**src/hdl/mmd_regs.vh**
```
`ifndef MMD_REGS_VH
`define MMD_REGS_VH

// Management register port
`define MMD_REG_AW          5
`define MMD_DW              16
`define MMD_ACC_CTRL_ADDR   5'h0D
`define MMD_ADDR_DATA_ADDR  5'h0E
`define MMD_STRAP_STAT_ADDR 5'h1E
`define MMD_SOFT_RST_ADDR   5'h1F
`define MMD_SOFT_RST_BIT    15
`define MMD_RD_ZERO         16'h0000

// Access-control fields
`define MMD_FUNC_MSB        15
`define MMD_FUNC_LSB        14
`define MMD_DEV_MSB         4
`define MMD_DEV_LSB         0
`define MMD_FUNC_W          2
`define MMD_DEV_W           5
`define MMD_FUNC_ADDR       2'h0
`define MMD_FUNC_DATA       2'h1
`define MMD_FUNC_INC_ALL    2'h2
`define MMD_FUNC_INC_WR     2'h3
`define MMD_DEV_VENDOR      5'h1F
`define MMD_DEV_PMA         5'h01
`define MMD_FUNC_RST        2'h0
`define MMD_DEV_RST         5'h00

// Extended spaces
`define MMD_NUM_SPACE       2
`define MMD_DEPTH           32
`define MMD_IDX_MSB         4
`define MMD_ADDR_RST        16'h0000
`define MMD_ADDR_INC        16'h0001

// Straps
`define MMD_NUM_STRAP       4
`define MMD_STRAP_LVL_W     2
`define MMD_STRAP_W         8
`define MMD_STRAP_RST       8'h00

// Strap level codes and the mode value each one selects
`define MMD_LVL_1           2'h0
`define MMD_LVL_2           2'h1
`define MMD_LVL_3           2'h2
`define MMD_MODE_1          2'h0
`define MMD_MODE_2          2'h1
`define MMD_MODE_3          2'h2
`define MMD_MODE_4          2'h3

`endif

```
**src/hdl/mmd_indirect_access.v**
```verilog
// Summary of operation
// Control write 0x1F selects address function, vendor space; next data write loads address.
// Control write 0x1 selects address function, PMA space; next data write loads address.
// Under address function every data-register write overwrites that space's address.
// Under address function data-register reads return the space's address register.
// Control 0x401F gives plain data access to addressed vendor register.
// Control 0x4001 gives plain data access to addressed PMA register.
// No-increment writes keep hitting the same register; address stays.
// No-increment reads keep returning the same register; address stays.
// Function 10 write stores data then increments the address.
// Function 10 read returns data then increments the address.
// Control 0xC01F selects increment on writes only, vendor space.
// PMA space accepts 0x8001 and 0xC001 with same increment behaviour.
// Software may skip address setup when address already correct.
// Straps sampled after power-up, reset pin, and register-initiated reset.
// Each strap decodes one of four levels into its own mode value.
// Control bits 15:14 hold function, bits 4:0 hold device address.
// Function 11 read returns data and leaves the address unchanged.
// Data-register accesses with unsupported device address are ignored.
// Access control at address 0xD, address/data at address 0xE.
// Separate 16-bit address per space; increment wraps past top to zero.
`timescale 1ns/1ps
`default_nettype none
`include "mmd_regs.vh"

// Register map on the port
//   0x0D access control: function in 15:14, device space in 4:0
//   0x0E address/data window into the selected space
//   0x1E strap status: latched modes in 7:0, read only
//   0x1F soft reset: bit 15 set clears selection and resamples straps
//   Every other address reads zero and drops writes
//   Read data shows only in the cycle after the read strobe

// Notes for users
//   Storage words are not reset and read as unknown until written
//   Only 32 words per space are kept; higher addresses alias onto them
//   Accesses with an unsupported space neither store nor move an address
//   The increment wraps from 0xFFFF to zero in each space separately
//   Strap modes change only when hard reset clears them and at the load that follows either reset
//   Straps must be steady at the first clock after reset release
//   Soft reset clears both address registers as well as the selection
//   No access waits; every strobe is answered in one cycle

module mmd_indirect_access
(
  // Clock and reset
  input  wire                        clk,
  input  wire                        srst,
  // Register port
  input  wire [`MMD_REG_AW-1:0]      reg_addr,
  input  wire [`MMD_DW-1:0]          reg_wdata,
  input  wire                        reg_wr,
  input  wire                        reg_rd,
  output reg  [`MMD_DW-1:0]          reg_rdata,
  // Strap level codes from pin comparators, two bits per strap
  input  wire [`MMD_STRAP_W-1:0]     strap_level,
  // Latched strap modes
  output reg  [`MMD_STRAP_W-1:0]     strap_mode
);

  // Access-control register fields
  reg  [`MMD_FUNC_W-1:0]             func_q;
  reg  [`MMD_DEV_W-1:0]              dev_q;

  // Strap capture
  reg  [`MMD_STRAP_W-1:0]            strap_meta_q;
  reg  [`MMD_STRAP_W-1:0]            strap_sync_q;
  wire [`MMD_STRAP_W-1:0]            strap_dec;

  // Strobe decode
  wire                               wr_ctrl;
  wire                               wr_data;
  wire                               rd_data;
  wire                               soft_rst;

  // Function decode
  wire                               addr_func;
  wire                               inc_on_wr;
  wire                               inc_on_rd;

  // Per-space results, packed one word per space
  wire [`MMD_NUM_SPACE*`MMD_DW-1:0]  sp_rdata;
  wire [`MMD_NUM_SPACE-1:0]          sp_hit;

  // Read path
  reg  [`MMD_DW-1:0]                 rdata_d;
  reg  [`MMD_DW-1:0]                 data_rd;

  assign wr_ctrl   = reg_wr && (reg_addr == `MMD_ACC_CTRL_ADDR);
  assign wr_data   = reg_wr && (reg_addr == `MMD_ADDR_DATA_ADDR);
  assign rd_data   = reg_rd && (reg_addr == `MMD_ADDR_DATA_ADDR);

  // Soft reset is a strobe, not a stored bit; it reads back as zero
  assign soft_rst  = reg_wr && (reg_addr == `MMD_SOFT_RST_ADDR)
                     && reg_wdata[`MMD_SOFT_RST_BIT];

  // Function 00 turns the data window into the address register
  assign addr_func = (func_q == `MMD_FUNC_ADDR);
  // Increment policy by function field
  assign inc_on_wr = (func_q == `MMD_FUNC_INC_ALL)
                     || (func_q == `MMD_FUNC_INC_WR);
  assign inc_on_rd = (func_q == `MMD_FUNC_INC_ALL);

  // Access-control register; other bits are not stored and read as zero
  // Soft reset clears the selection, so software must set it up again
  always @(posedge clk)
  begin
    if (srst || soft_rst)
    begin
      func_q <= `MMD_FUNC_RST;
      dev_q  <= `MMD_DEV_RST;
    end
    else if (wr_ctrl)
    begin
      func_q <= reg_wdata[`MMD_FUNC_MSB:`MMD_FUNC_LSB];
      dev_q  <= reg_wdata[`MMD_DEV_MSB:`MMD_DEV_LSB];
    end
  end

  // One address register and one register array per extended space
  // Address keeps all 16 bits so readback shows exactly what was written
  // Spaces never share state; switching space keeps the other's address
  genvar s;
  generate
    for (s = 0; s < `MMD_NUM_SPACE; s = s + 1)
    begin : g_space
      reg  [`MMD_DW-1:0] addr_q;
      reg  [`MMD_DW-1:0] mem [0:`MMD_DEPTH-1];
      wire [`MMD_DEV_W-1:0] code;
      wire               hit;
      wire               do_wr;
      wire               do_rd;
      wire               bump;

      // Vendor space first, PMA space second
      assign code  = (s == 0) ? `MMD_DEV_VENDOR : `MMD_DEV_PMA;
      // Other device addresses match no space, so accesses fall away
      assign hit   = (dev_q == code);
      assign do_wr = wr_data && hit;
      assign do_rd = rd_data && hit;
      assign bump  = !addr_func
                     && ((do_wr && inc_on_wr) || (do_rd && inc_on_rd));
      assign sp_hit[s] = hit;
      assign sp_rdata[s*`MMD_DW +: `MMD_DW] =
        addr_func ? addr_q : mem[addr_q[`MMD_IDX_MSB:0]];

      // Address register: load in address function, bump after access
      always @(posedge clk)
      begin
        if (srst || soft_rst)
          addr_q <= `MMD_ADDR_RST;
        else if (do_wr && addr_func)
          addr_q <= reg_wdata;
        else if (bump)
          addr_q <= addr_q + `MMD_ADDR_INC;
      end

      // Storage is not reset; only the low index bits select a word
      always @(posedge clk)
      begin
        if (do_wr && !addr_func)
          mem[addr_q[`MMD_IDX_MSB:0]] <= reg_wdata;
      end
    end
  endgenerate

  // Data path value of whichever space is addressed
  // At most one space matches, so the priority order never matters
  always @*
  begin
    data_rd = `MMD_RD_ZERO;
    if (sp_hit[0])
      data_rd = sp_rdata[0 +: `MMD_DW];
    else if (sp_hit[1])
      data_rd = sp_rdata[`MMD_DW +: `MMD_DW];
  end

  // Read mux; unmapped addresses answer zero
  // Decoded from the strobe cycle's address, registered below
  always @*
  begin
    rdata_d = `MMD_RD_ZERO;
    case (reg_addr)
      `MMD_ACC_CTRL_ADDR:
      begin
        rdata_d[`MMD_FUNC_MSB:`MMD_FUNC_LSB] = func_q;
        rdata_d[`MMD_DEV_MSB:`MMD_DEV_LSB]   = dev_q;
      end
      `MMD_ADDR_DATA_ADDR:
        rdata_d = data_rd;
      `MMD_STRAP_STAT_ADDR:
        rdata_d[`MMD_STRAP_W-1:0] = strap_mode;
      default:
        rdata_d = `MMD_RD_ZERO;
    endcase
  end

  // Read data stands only in the cycle after the strobe
  // Zero outside that cycle keeps stale data off the port
  always @(posedge clk)
  begin
    if (srst)
      reg_rdata <= `MMD_RD_ZERO;
    else if (reg_rd)
      reg_rdata <= rdata_d;
    else
      reg_rdata <= `MMD_RD_ZERO;
  end

  // Strap pins are asynchronous; two flops before any use
  // Reset clears both stages so no stale level is latched
  always @(posedge clk)
  begin
    if (srst)
    begin
      strap_meta_q <= `MMD_STRAP_RST;
      strap_sync_q <= `MMD_STRAP_RST;
    end
    else
    begin
      strap_meta_q <= strap_level;
      strap_sync_q <= strap_meta_q;
    end
  end

  // Four-level decode per strap: each level gives its own mode value
  // Identity table today; another mapping needs only this case
  genvar p;
  generate
    for (p = 0; p < `MMD_NUM_STRAP; p = p + 1)
    begin : g_strap
      reg  [`MMD_STRAP_LVL_W-1:0] mode;

      // Comparator code to mode; every code has a defined mode
      always @*
      begin
        case (strap_sync_q[p*`MMD_STRAP_LVL_W +: `MMD_STRAP_LVL_W])
          `MMD_LVL_1: mode = `MMD_MODE_1;
          `MMD_LVL_2: mode = `MMD_MODE_2;
          `MMD_LVL_3: mode = `MMD_MODE_3;
          default:    mode = `MMD_MODE_4;
        endcase
      end

      // One driver per slice of the decoded word
      assign strap_dec[p*`MMD_STRAP_LVL_W +: `MMD_STRAP_LVL_W] = mode;
    end
  endgenerate

  // Sampler states: two clocks to fill the synchroniser, then one load
  localparam [1:0] SMP_DONE  = 2'b00;
  localparam [1:0] SMP_FILL1 = 2'b01;
  localparam [1:0] SMP_FILL2 = 2'b10;
  localparam [1:0] SMP_LOAD  = 2'b11;

  reg  [1:0]                         smp_q;
  reg  [1:0]                         smp_d;

  // Next state; the load happens once, then the mode stands
  always @*
  begin
    smp_d = smp_q;
    case (smp_q)
      SMP_FILL1: smp_d = SMP_FILL2;
      SMP_FILL2: smp_d = SMP_LOAD;
      SMP_LOAD:  smp_d = SMP_DONE;
      SMP_DONE:  smp_d = SMP_DONE;
      default:   smp_d = SMP_DONE;
    endcase
  end

  // Either reset restarts sampling; a held reset keeps it waiting
  // Soft reset leaves the sync flops running, so their levels count
  always @(posedge clk)
  begin
    if (srst || soft_rst)
      smp_q <= SMP_FILL1;
    else
      smp_q <= smp_d;
  end

  // Latch modes once the pin levels have passed both flops
  // After soft reset old modes stand until the new ones load; hard reset clears them to zero
  always @(posedge clk)
  begin
    if (srst)
      strap_mode <= `MMD_STRAP_RST;
    else if (smp_q == SMP_LOAD)
      strap_mode <= strap_dec;
  end

endmodule // mmd_indirect_access

`default_nettype wire

```
**config.mk**
```make
export PLATFORM = sky130hd
export DESIGN_NAME = mmd_indirect_access
export DESIGN_NICKNAME = d
export VERILOG_FILES = /design/src/hdl/mmd_indirect_access.v
export VERILOG_INCLUDE_DIRS = /design/src /design/src/hdl
export SDC_FILE = /design/constraint.sdc
export NUM_CORES = 1
export LEC_CHECK = 0
export ABC_AREA = 1
export BUFFER_PORTS_ARGS = -buffer_cell sky130_fd_sc_hd__clkbuf_2
export CAP_MARGIN = 5
export CELL_PAD_IN_SITES_DETAIL_PLACEMENT = 1
export CELL_PAD_IN_SITES_GLOBAL_PLACEMENT = 1
export CORE_UTILIZATION = 45
export CTS_CLUSTER_SIZE = 14
export DETAILED_ROUTE_END_ITERATION = 10
export HOLD_SLACK_MARGIN = 0.08
export PLACE_DENSITY_LB_ADDON = 0.15
export REMOVE_ABC_BUFFERS = 1
export SYNTH_ARGS = -nofsm -noshare
export SYNTH_HDL_FRONTEND = slang
export SYNTH_SLANG_ARGS = --single-unit
```
**constraint.sdc**
```tcl
create_clock -name clk -period 5.46 [get_ports clk]
set_input_delay 0.546 -clock clk [delete_from_list [all_inputs] [get_ports clk]]
set_output_delay 0.546 -clock clk [all_outputs]
set_load 0.01 [all_outputs]
```
# Word level (Yosys, flattened, before mapping)

Memory sizes are Yosys's and may differ from the RTL's. A register that Yosys moved wholly into a read port is not among the register bits.
Cells that the tools add are included.

Register bits after elaboration: 81
Bits in writable memories: 1024
Logic and storage cells: 94
Bits of input ports: 33
Output and inout port bits: 24
Memories: 2

Reduce and logical (&&, ||, !) cells: 35
Mux-type cells: 24
Equal/unequal tests: 19
Bitwise gates (word level): 2
Add/sub/neg operators: 2

Memories:

| memory         | words | bits a word | read ports | clocked after Yosys merged registers in | wr ports | line                      | RTL |
|---|---|---|---|---|---|---|---|
| g_space[0].mem | 32    | 16          | 1          | 1                                       | 1        | mmd_indirect_access.v:128 | `` reg [`MMD_DW-1:0] mem [0:`MMD_DEPTH-1]; `` |
| g_space[1].mem | 32    | 16          | 1          | 1                                       | 1        | mmd_indirect_access.v:128 |  |

Operator list:

| kind                                                | count |
|---|---|
| two-way mux 16 bit                                  | 8 |
| adder 16 x 1 -> 16 bit, second input constant       | 2 |
| case mux 2 bit (3 select lines)                     | 5 |
| two-way mux 5 bit                                   | 4 |
| logical AND 1 bit                                   | 19 |
| equality test 2 bit, second input constant          | 8 |
| equality test 5 bit, second input constant          | 3 |
| case mux 5 bit (3 select lines)                     | 1 |
| logical NOT 2 bit                                   | 6 |
| equality test 2 x 1 -> 1 bit, second input constant | 5 |
| equality test 5 x 4 -> 1 bit, second input constant | 2 |
| case mux 3 bit (2 select lines)                     | 1 |
| equality test 5 x 1 -> 1 bit, second input constant | 1 |
| logical OR 1 bit                                    | 4 |
| two-way mux 1 bit                                   | 4 |
| case mux 2 bit (2 select lines)                     | 1 |
| nonzero test 2 bit                                  | 2 |
| OR reduction 2 bit                                  | 2 |
| OR reduction 3 bit                                  | 1 |
| NOT 1 bit                                           | 2 |
| logical NOT 1 bit                                   | 1 |

# Longest topological paths before layout

Gate-level depths: netlist of run 1.

Depth in word-level cells: 10
Gate-level depth with buffers: 16
Gate-level depth less buffers: 13

# Worst setup path after synthesis of run 1

OpenSTA, ideal clock, no wires.

Path type: input port to flip-flop
Start: in reg_addr[3]
End: mem g_space[0].mem[0][0] in the netlist's numbering, enable pin
Path slack: 2921 ps
Data arrival time: 2151 ps
Setup time: 388 ps
Stages: 8
Required time: 5072 ps
Buffers on the path: 0
Cell sequence: nand2_1 > nor2_2 > nand3_2 > nor2_2 > nand2_1 > nor2_1 > nand2_1 > nor2_1

Word-level cells in the longest chain between the ends: 6

RTL lines:

| element                      | line                      | RTL |
|---|---|---|
| start: declaration           | mmd_indirect_access.v:50  | `` input wire [`MMD_REG_AW-1:0] reg_addr, `` |
| equality test 5 x 4 -> 1 bit | n/a                       |  |
| logical AND 1 bit            | mmd_indirect_access.v:90  | `` assign wr_data = reg_wr && (reg_addr == `MMD_ADDR_DATA_ADDR); `` |
| logical AND 1 bit            | mmd_indirect_access.v:139 | `assign do_wr = wr_data && hit;` |
| logical AND 1 bit            | mmd_indirect_access.v:161 | `if (do_wr && !addr_func)` |
| two-way mux 1 bit            | mmd_indirect_access.v:161 |  |
| two-way mux 1 bit            | mmd_indirect_access.v:162 | `` mem[addr_q[`MMD_IDX_MSB:0]] <= reg_wdata; `` |
| end: declaration             | mmd_indirect_access.v:128 |  |

Every way passes these cells.

==> metrics.md, run 1 <==
| Metric | Value |
|---|---|
| Slew headroom | 26.53% |
| PortBufs | 56 |
| Drt via density | 5.630 |
| Syn Area/Cell | 11.27 um^2 |
| Final setup margin | 2.119 ns |
| Overflow after GRT | 0 |
| Vias | 31580 |
| Setup Buffers After CTS | 0 |
| Initial antenna violation count | 6 |
| CTS Hold Bufs | 8 |
| Core ar. | 101700 um^2 |
| Cell variety after synth | 37 |
| Initial DRC count | 3159 |
| RR Endpoint | reg_rdata[2]$_SDFF_PP0_ |
| Remaining DRCs | 0 |
| Cells after Synth | 4092 |
| CP required | just over 6 ns |
| Worst Setup End Kind | flip-flop |
| Unrepaired setup endpoints after global routing | no |
| Final setup fails | 0 |
| Post-CTS resize count | 0 |
| VDD IR max | about 0.00028 V |
| Clock Latency Late Sink | 0.72 ns |
| CTS Buf Count | between 100 and 150 |
| Depth of the worst register-to-register path | 15 |
| Synth top area cells | edfxtp_1, nand2_1, nand3_1 |
| FFs w/ async S/R, synth | 0% |
| Worst clock skew | 0.03206 ns |
| Tightest Pin Transition | roughly 1.1 ns |
| Pwr dens | ~340 nW/um^2 |
| Peak Freq | 299.3 MHz |
| Wire length per cell | approximately 25 um |
| H-Tree Depth | 3 |
| Flop2flop setup slack | 2.12 ns |
| GP Congestion | 0.8239 |
| # nets final | roughly 4200 |
| Clock sink count | 1115 |
| First-pass GRT wire length | approximately 210 mm |
| Post-synth EDFFs | just over 1000 |
| Final antenna-violating net count | 0 |
| Mapped Area | roughly 46000 um^2 |
| Die H | between 300 and 400 um |
| Synth Register Bits | 1115 |
| Synth Flop Type | edfxtp_1 |
| Post-place setup slack | around 1.9 ns |
| Yosys warns | 0 |
| Commonest cells in the synthesized netlist | edfxtp_1, nand2_1, nand3_1, nor2_1, o21ai_0 |
| Maxcap violations | 0 |
| Final WL | 137.9 mm |
| Most frequent cell after synthesis | edfxtp_1 |
| Root Buffer Master | clkbuf_16 |
| Worst setup endpoint | reg_rdata[2]$_SDFF_PP0_ |
| Crit path max fanout | ~110 |
| Post-synth top area share | 66.69% |
| # fillers | about 11000 |
| Outcome | completed |
| Total Power | between 15 and 20 mW |
| Sequential share of the synthesized area | between 70% and 80% |
| P&R area growth vs syn | 12.03% |
| Sequential cell area | about 33000 um^2 |
| Clk slew on worst S/H paths | roughly 0.060 ns |
| I/O pin cnt | 57 |
| Final Cycle Share | 61.19% |
| Worst hold path type | in2reg |
| Slew Viols, Final | 0 |
| Hold slack | ~0.29 ns |
| Standard-cell row count | ~120 |
| First-pass DRT Iterations | 5 |
| Initial Utilization | 45.32% |
| Die area | between 100000 and 150000 um^2 |
| Die width | between 300 and 400 um |
| Layout cells sized above 1 | between 8 and 9% |
| CTS tree | built |
| Area of the multi-input gates | around 11000 um^2 |
| Leak pwr | around 18 nW |
| CP startpoint kind | flip-flop |
| Largest net degree at the start of global routing | 180 |
| Core Util, Final | around half |
| Clk buf depth | 3 |
| Final Hold Viols | 0 |
| Area leader, netlist | edfxtp_1 |
| Final Critical Period | 3.341 ns |
| Worst Path Arrival | around 4.0 ns |
| Tot GR Track Use | 26.72% |
| Hpwl dp | ~78 mm |
| Vias in the first global route | 32020 |
| Crit path kind | reg2reg |
registers in the layout (all words and copies together) (netlist names), named ones only:
signal / count
smp_q: 2
reg_rdata: 16
strap_meta_q: 8
dev_q: 5
g_space.addr_q: 32
strap_mode: 8
strap_sync_q: 8
g_space.mem: 1024
func_q: 2
cell families (layout without fill, tap and decap cells):
family	count (synthesis)	in the layout	synth area share, %
adders and majority gates	10	10	0.2713
other	0	1	0
buffers and inverters	505	653	4.846
DFF	1115	1115	70.64
AOI/OAI and AO/OA	582	582	7.093
xor gates and xnor gates	15	15	0.2849
and+or+nand+nor	1865	1865	16.87
power breakdown:
| group | total [mW] | leakage [nW] | internal, mW | switching [mW] |
|---|---|---|---|---|
| clock network | 7.87 | 1.83 | 4.57 | 3.30 |
| logic | 0.237 | 6.36 | 0.0305 | 0.206 |
| registers | 9.32 | 9.94 | 9.32 | 0.00452 |
| total | 17.4 | 18.1 | 13.9 | 3.51 |
worst min path at each step:
stage / start / end / slack (ns) / cells past startpoint
6_report: reg_wdata[9] / g_space[0].mem[26][9]$_DFFE_PP_ / 0.29 / 1
5_1_grt: reg_wdata[9] / g_space[0].mem[26][9]$_DFFE_PP_ / 0.29 / 1
4_1_cts: reg_addr[0] / reg_rdata[5]$_SDFF_PP0_ / 0.24 / 4
3_5_place_dp: strap_meta_q[1]$_SDFF_PP0_ / strap_sync_q[1]$_SDFF_PP0_ / 0.40 / 2
3_3_place_gp: strap_meta_q[0]$_SDFF_PP0_ / strap_sync_q[0]$_SDFF_PP0_ / 0.39 / 2
2_1_floorplan: strap_meta_q[0]$_SDFF_PP0_ / strap_sync_q[0]$_SDFF_PP0_ / 0.39 / 2
worst max-delay path, cell delays in order (launching register included):
cell	delay, ns
dfxtp_4	0.44
inv_6	0.65
buf_12	0.38
buf_4	0.44
nand2_1	0.11
nand2_1	0.08
nand2_1	0.05
nand3_1	0.09
nand3_1	0.13
nand3_1	0.15
nand2_1	0.09
nand2_1	0.09
nand2_1	0.09
nand2_1	0.09
nand2_1	0.13
a21oi_1	0.15
layout by cell type, fill, tap and decap left out, types with 26 or more instances in the layout:
cell type	Yosys	routed
clkbuf_16	0	120
a21oi_1	136	135
nor2_1	435	434
clkinv_1	4	27
o21ai_0	265	265
buf_4	34	107
clkbuf_2	1	41
dfxtp_1	91	85
o211ai_1	135	135
nand3_1	541	541
inv_1	250	248
clkbuf_1	84	26
edfxtp_1	1024	1024
o21ai_1	34	34
nand2_1	857	857
layout make-up:
type	count	area share [%]
clock buffers	158	6.322
diodes	1	0.004844
well taps	1368	3.313
multi-input cells	2472	21.90
inverters	263	1.940
repair buffers	178	2.495
flip-flops and latches	1115	63.09
clock inverters	54	0.9446
layer usage:
metal	GRT usage (%)	up-vias	part of all wire, %
li1	-	14370	-
met1	39.20	16050	45
met2	41.06	966	46
met3	4.357	188	6.9
met4	7.577	2	2.4
met5	0	-	0.0080
through the flow:
stage	TNS (ns)	area (um^2)	instances
after floorplan	-60.69	44870	3850
after global placement	0	47820	5387
after detailed placement	0	47820	5387
after CTS	0	51650	5607
after global routing	0	51660	5608
final	0	51660	5609
Note: power is estimated with default switching activity, not from simulation.
==> run 2: changes to the inputs <==
- clock period: 5.46 -> 2.7 ns (I/O delays scaled with it)
==> metrics.md, run 2 (synthesis results as in run 1) <==
| Metric | Value |
|---|---|
| Hold EP | g_space[1].mem[7][4]$_DFFE_PP_ (was g_space[0].mem[26][9]$_DFFE_PP_) |
| Tot GR Track Use | 27.08% (was 26.72%) |
| Flop2flop setup slack | 0.16 ns (was 2.12 ns) |
| Initial DRC count | 2734 (was 3159) |
| Outcome | completed (unchanged) |
| Clock Latency Late Sink | 0.70 ns (was 0.72 ns) |
| First-pass DRT Iterations | 5 (unchanged) |
| Core ar. | 101700 um^2 (unchanged) |
| CP required | 3.09 ns (was 6.10 ns) |
| Final Cycle Share | 94.96% |
| Unrepaired setup endpoints after global routing | yes (was no) |
| Worst clock skew | 0.03079 ns (was 0.03206 ns) |
| Pwr dens | 670.9 nW/um^2 (was 337.4 nW/um^2) |
| Slew headroom | 25.24% (was 26.53%) |
| Tightest Pin Transition | 1.121 ns (was 1.101 ns) |
| Top cell family by delay on the critical path | simple AND/OR/NAND/NOR gates (was buffers and inverters) |
| Die area | 103800 um^2 (unchanged) |
| Slew Viols, Final | 0 (unchanged) |
| Depth of the worst register-to-register path | 8 (was 15) |
| Final antenna-violating net count | 0 (unchanged) |
| CP Launch Point | reg_addr[0] |
| Slowest cell on crit path | dlygate4sd3_1 (was inv_6) |
| Wire length per cell | 24.37 um (was 24.59 um) |
| Standard-cell row count | 117 (unchanged) |
| CTS tree | built (unchanged) |
| First-pass GRT wire length | 208.6 mm (was 205.7 mm) |
| Final setup margin | 0.1359 ns (was 2.119 ns) |
| Final Hold Viols | 0 (unchanged) |
| CTS Buf Count | 115 (unchanged) |
| Leak pwr | 18.85 nW (was 18.13 nW) |
| Layout cells sized above 1 | 10.83% (was 8.608%) |
| Clk slew on worst S/H paths | 0.06 ns (about the same) |
| Maxcap violations | 0 (unchanged) |
| Crit-path cells | dlygate4sd3_1 -> clkbuf_2 -> inv_1 -> nand3_2 -> nor2_2 -> nand2_1 -> nor2_1 -> nand2_1 -> nor2_1 -> buf_4 (was inv_6 -> buf_12 -> buf_4 -> nand2_1 -> nand2_1 -> nand2_1 -> nand3_1 -> nand3_1 -> nand3_1 -> nand2_1 -> nand2_1 -> nand2_1 -> nand2_1 -> nand2_1 -> a21oi_1) |
| Setup Buffers After CTS | 0 (unchanged) |
| Most common cell after layout, fill and taps aside | edfxtp_1 (unchanged) |
| Hold path start | reg_wdata[4] (was reg_wdata[9]) |
| Final setup fails | 0 (unchanged) |
| Drt via density | 5.609 (was 5.630) |
| Final Critical Period | between 2 and 3 ns |
| CP startpoint kind | input pin (was flip-flop) |
| PortBufs | 56 (unchanged) |
| Clk buf depth | 3 (unchanged) |
| Crit-path max cell delay | 0.53 ns (was 0.65 ns) |
| H-Tree Depth | 3 (unchanged) |
| # nets final | 4296 (was 4188) |
| Crit path max fanout | 11 (was 108) |
| Largest net degree at the start of global routing | 115 (was 180) |
| VDD IR max | 0.0006629 V (was 0.0002801 V) |
| Final TNS setup | 0 ns (unchanged) |
| Placed cell area | 49050 um^2 (was 47820 um^2) |
| Peak Freq | ~390 MHz |
| Hpwl dp | 86.79 mm (was 78.24 mm) |
| Reg2reg start | dev_q[1]$_SDFFE_PP0P_ |
| Initial antenna violation count | 6 (unchanged) |
| Finished Cell Area | 53080 um^2 (was 51660 um^2) |
| CP bufs+invs | 4 (was 3) |
| P&R area growth vs syn | 15.11% (was 12.03%) |
| Die H | 322.1 um (unchanged) |
| Overflow after GRT | 0 (unchanged) |
| Max reg flops | 1024 (unchanged) |
| Root Buffer Master | clkbuf_16 (unchanged) |
| Hold slack | 0.1167 ns (was 0.2942 ns) |
| Worst hold path type | in2reg (unchanged) |
| Total Power | 35.61 mW (was 17.43 mW) |
| Die width | 322.1 um (unchanged) |
| Remaining DRCs | 0 (unchanged) |
| RR Endpoint | g_space[1].mem[10][3]$_DFFE_PP_ (was reg_rdata[2]$_SDFF_PP0_) |
| Vias in the first global route | 32620 (was 32020) |
| Vias | 32070 (was 31580) |
| Crit path kind | in2reg (was reg2reg) |
| Worst Path Arrival | 2.95 ns (was 3.98 ns) |
| Worst Setup End Kind | flip-flop (unchanged) |
| I/O pin cnt | 57 (unchanged) |
| Clock sink count | 1115 (unchanged) |
| Post-place setup slack | -0.09333 ns (was 1.913 ns) |
| Initial Utilization | 45.32% (unchanged) |
| Most frequent cells in the layout | edfxtp_1, nand2_1, nand3_1, nor2_1, o21ai_0 (unchanged) |
| GP Congestion | 0.8704 (was 0.8239) |
| # fillers | 10660 (was 10630) |
| Final WL | 139.4 mm (was 137.9 mm) |
| Worst Hold Depth | 1 (unchanged) |
-- run 2: timing repair --
item,4_1_cts,5_1_grt
setup endpoints to repair,0,65
endpoints found under the hold margin,49,0
hold buffers,19,0
resized for setup,0,0
-- run 2: final cells by class --
| class | count | area (um^2) | area share (%) |
|---|---|---|---|
| flip-flops and latches | 1115 | 32590 | 61.40 |
| multi-input cells | 2472 | 11310 | 21.31 |
| clock buffers | 145 | 3083 | 5.808 |
| repair buffers | 286 | 2630 | 4.955 |
| well taps | 1368 | 1712 | 3.225 |
| inverters | 263 | 1001 | 1.886 |
| clock inverters | 68 | 750.7 | 1.414 |
| diodes | 1 | 2.502 | 0.004715 |
-- run 2: metal layers --
layer | vias to the layer above | track usage (%) | part of all wire, %
li1 | 14600 | - | -
met1 | 16450 | 39.42 | 46
met2 | 856 | 42.89 | 46
met3 | 165 | 3.798 | 5.9
met4 | 0 | 6.614 | 2.0
met5 | - | 0 | 0
-- run 2: where the power goes --
part	total, mW	internal [mW]	leakage, nW	switching (mW)
logic	0.566	0.108	7.03	0.457
clock network	16.2	9.49	1.88	6.71
registers	18.8	18.8	9.94	0.00943
total	35.6	28.4	18.8	7.17
-- run 2: worst register-to-register path, delay by kind of cell (launching register included) --
| family | cells | cell delay, ns |
|---|---|---|
| simple gates | 6 | 1.63 |
| flops | 1 | 0.31 |
| buf+inv | 2 | 0.29 |
-- run 2: worst max path at each step --
stage | endpoint | slack, ns | cells after the start
finish | g_space[0].mem[15][10]$_DFFE_PP_ | 0.14 | 10
global route | g_space[0].mem[15][11]$_DFFE_PP_ | -0.03 | 9
CTS | g_space[0].mem[15][5]$_DFFE_PP_ | 0.16 | 9
detailed placement | g_space[0].mem[15][11]$_DFFE_PP_ | -0.09 | 10
global placement | g_space[0].mem[6][11]$_DFFE_PP_ | -0.006 | 10
floorplan | reg_rdata[14]$_SDFF_PP0_ | -6.62 | 13
-- run 2: through the flow --
step                instances  util [%]
finish                   5718     52.17
global route             5717     52.17
CTS                      5717     52.17
detailed placement       5485     48.21
global placement         5485     48.21
floorplan                3850         -
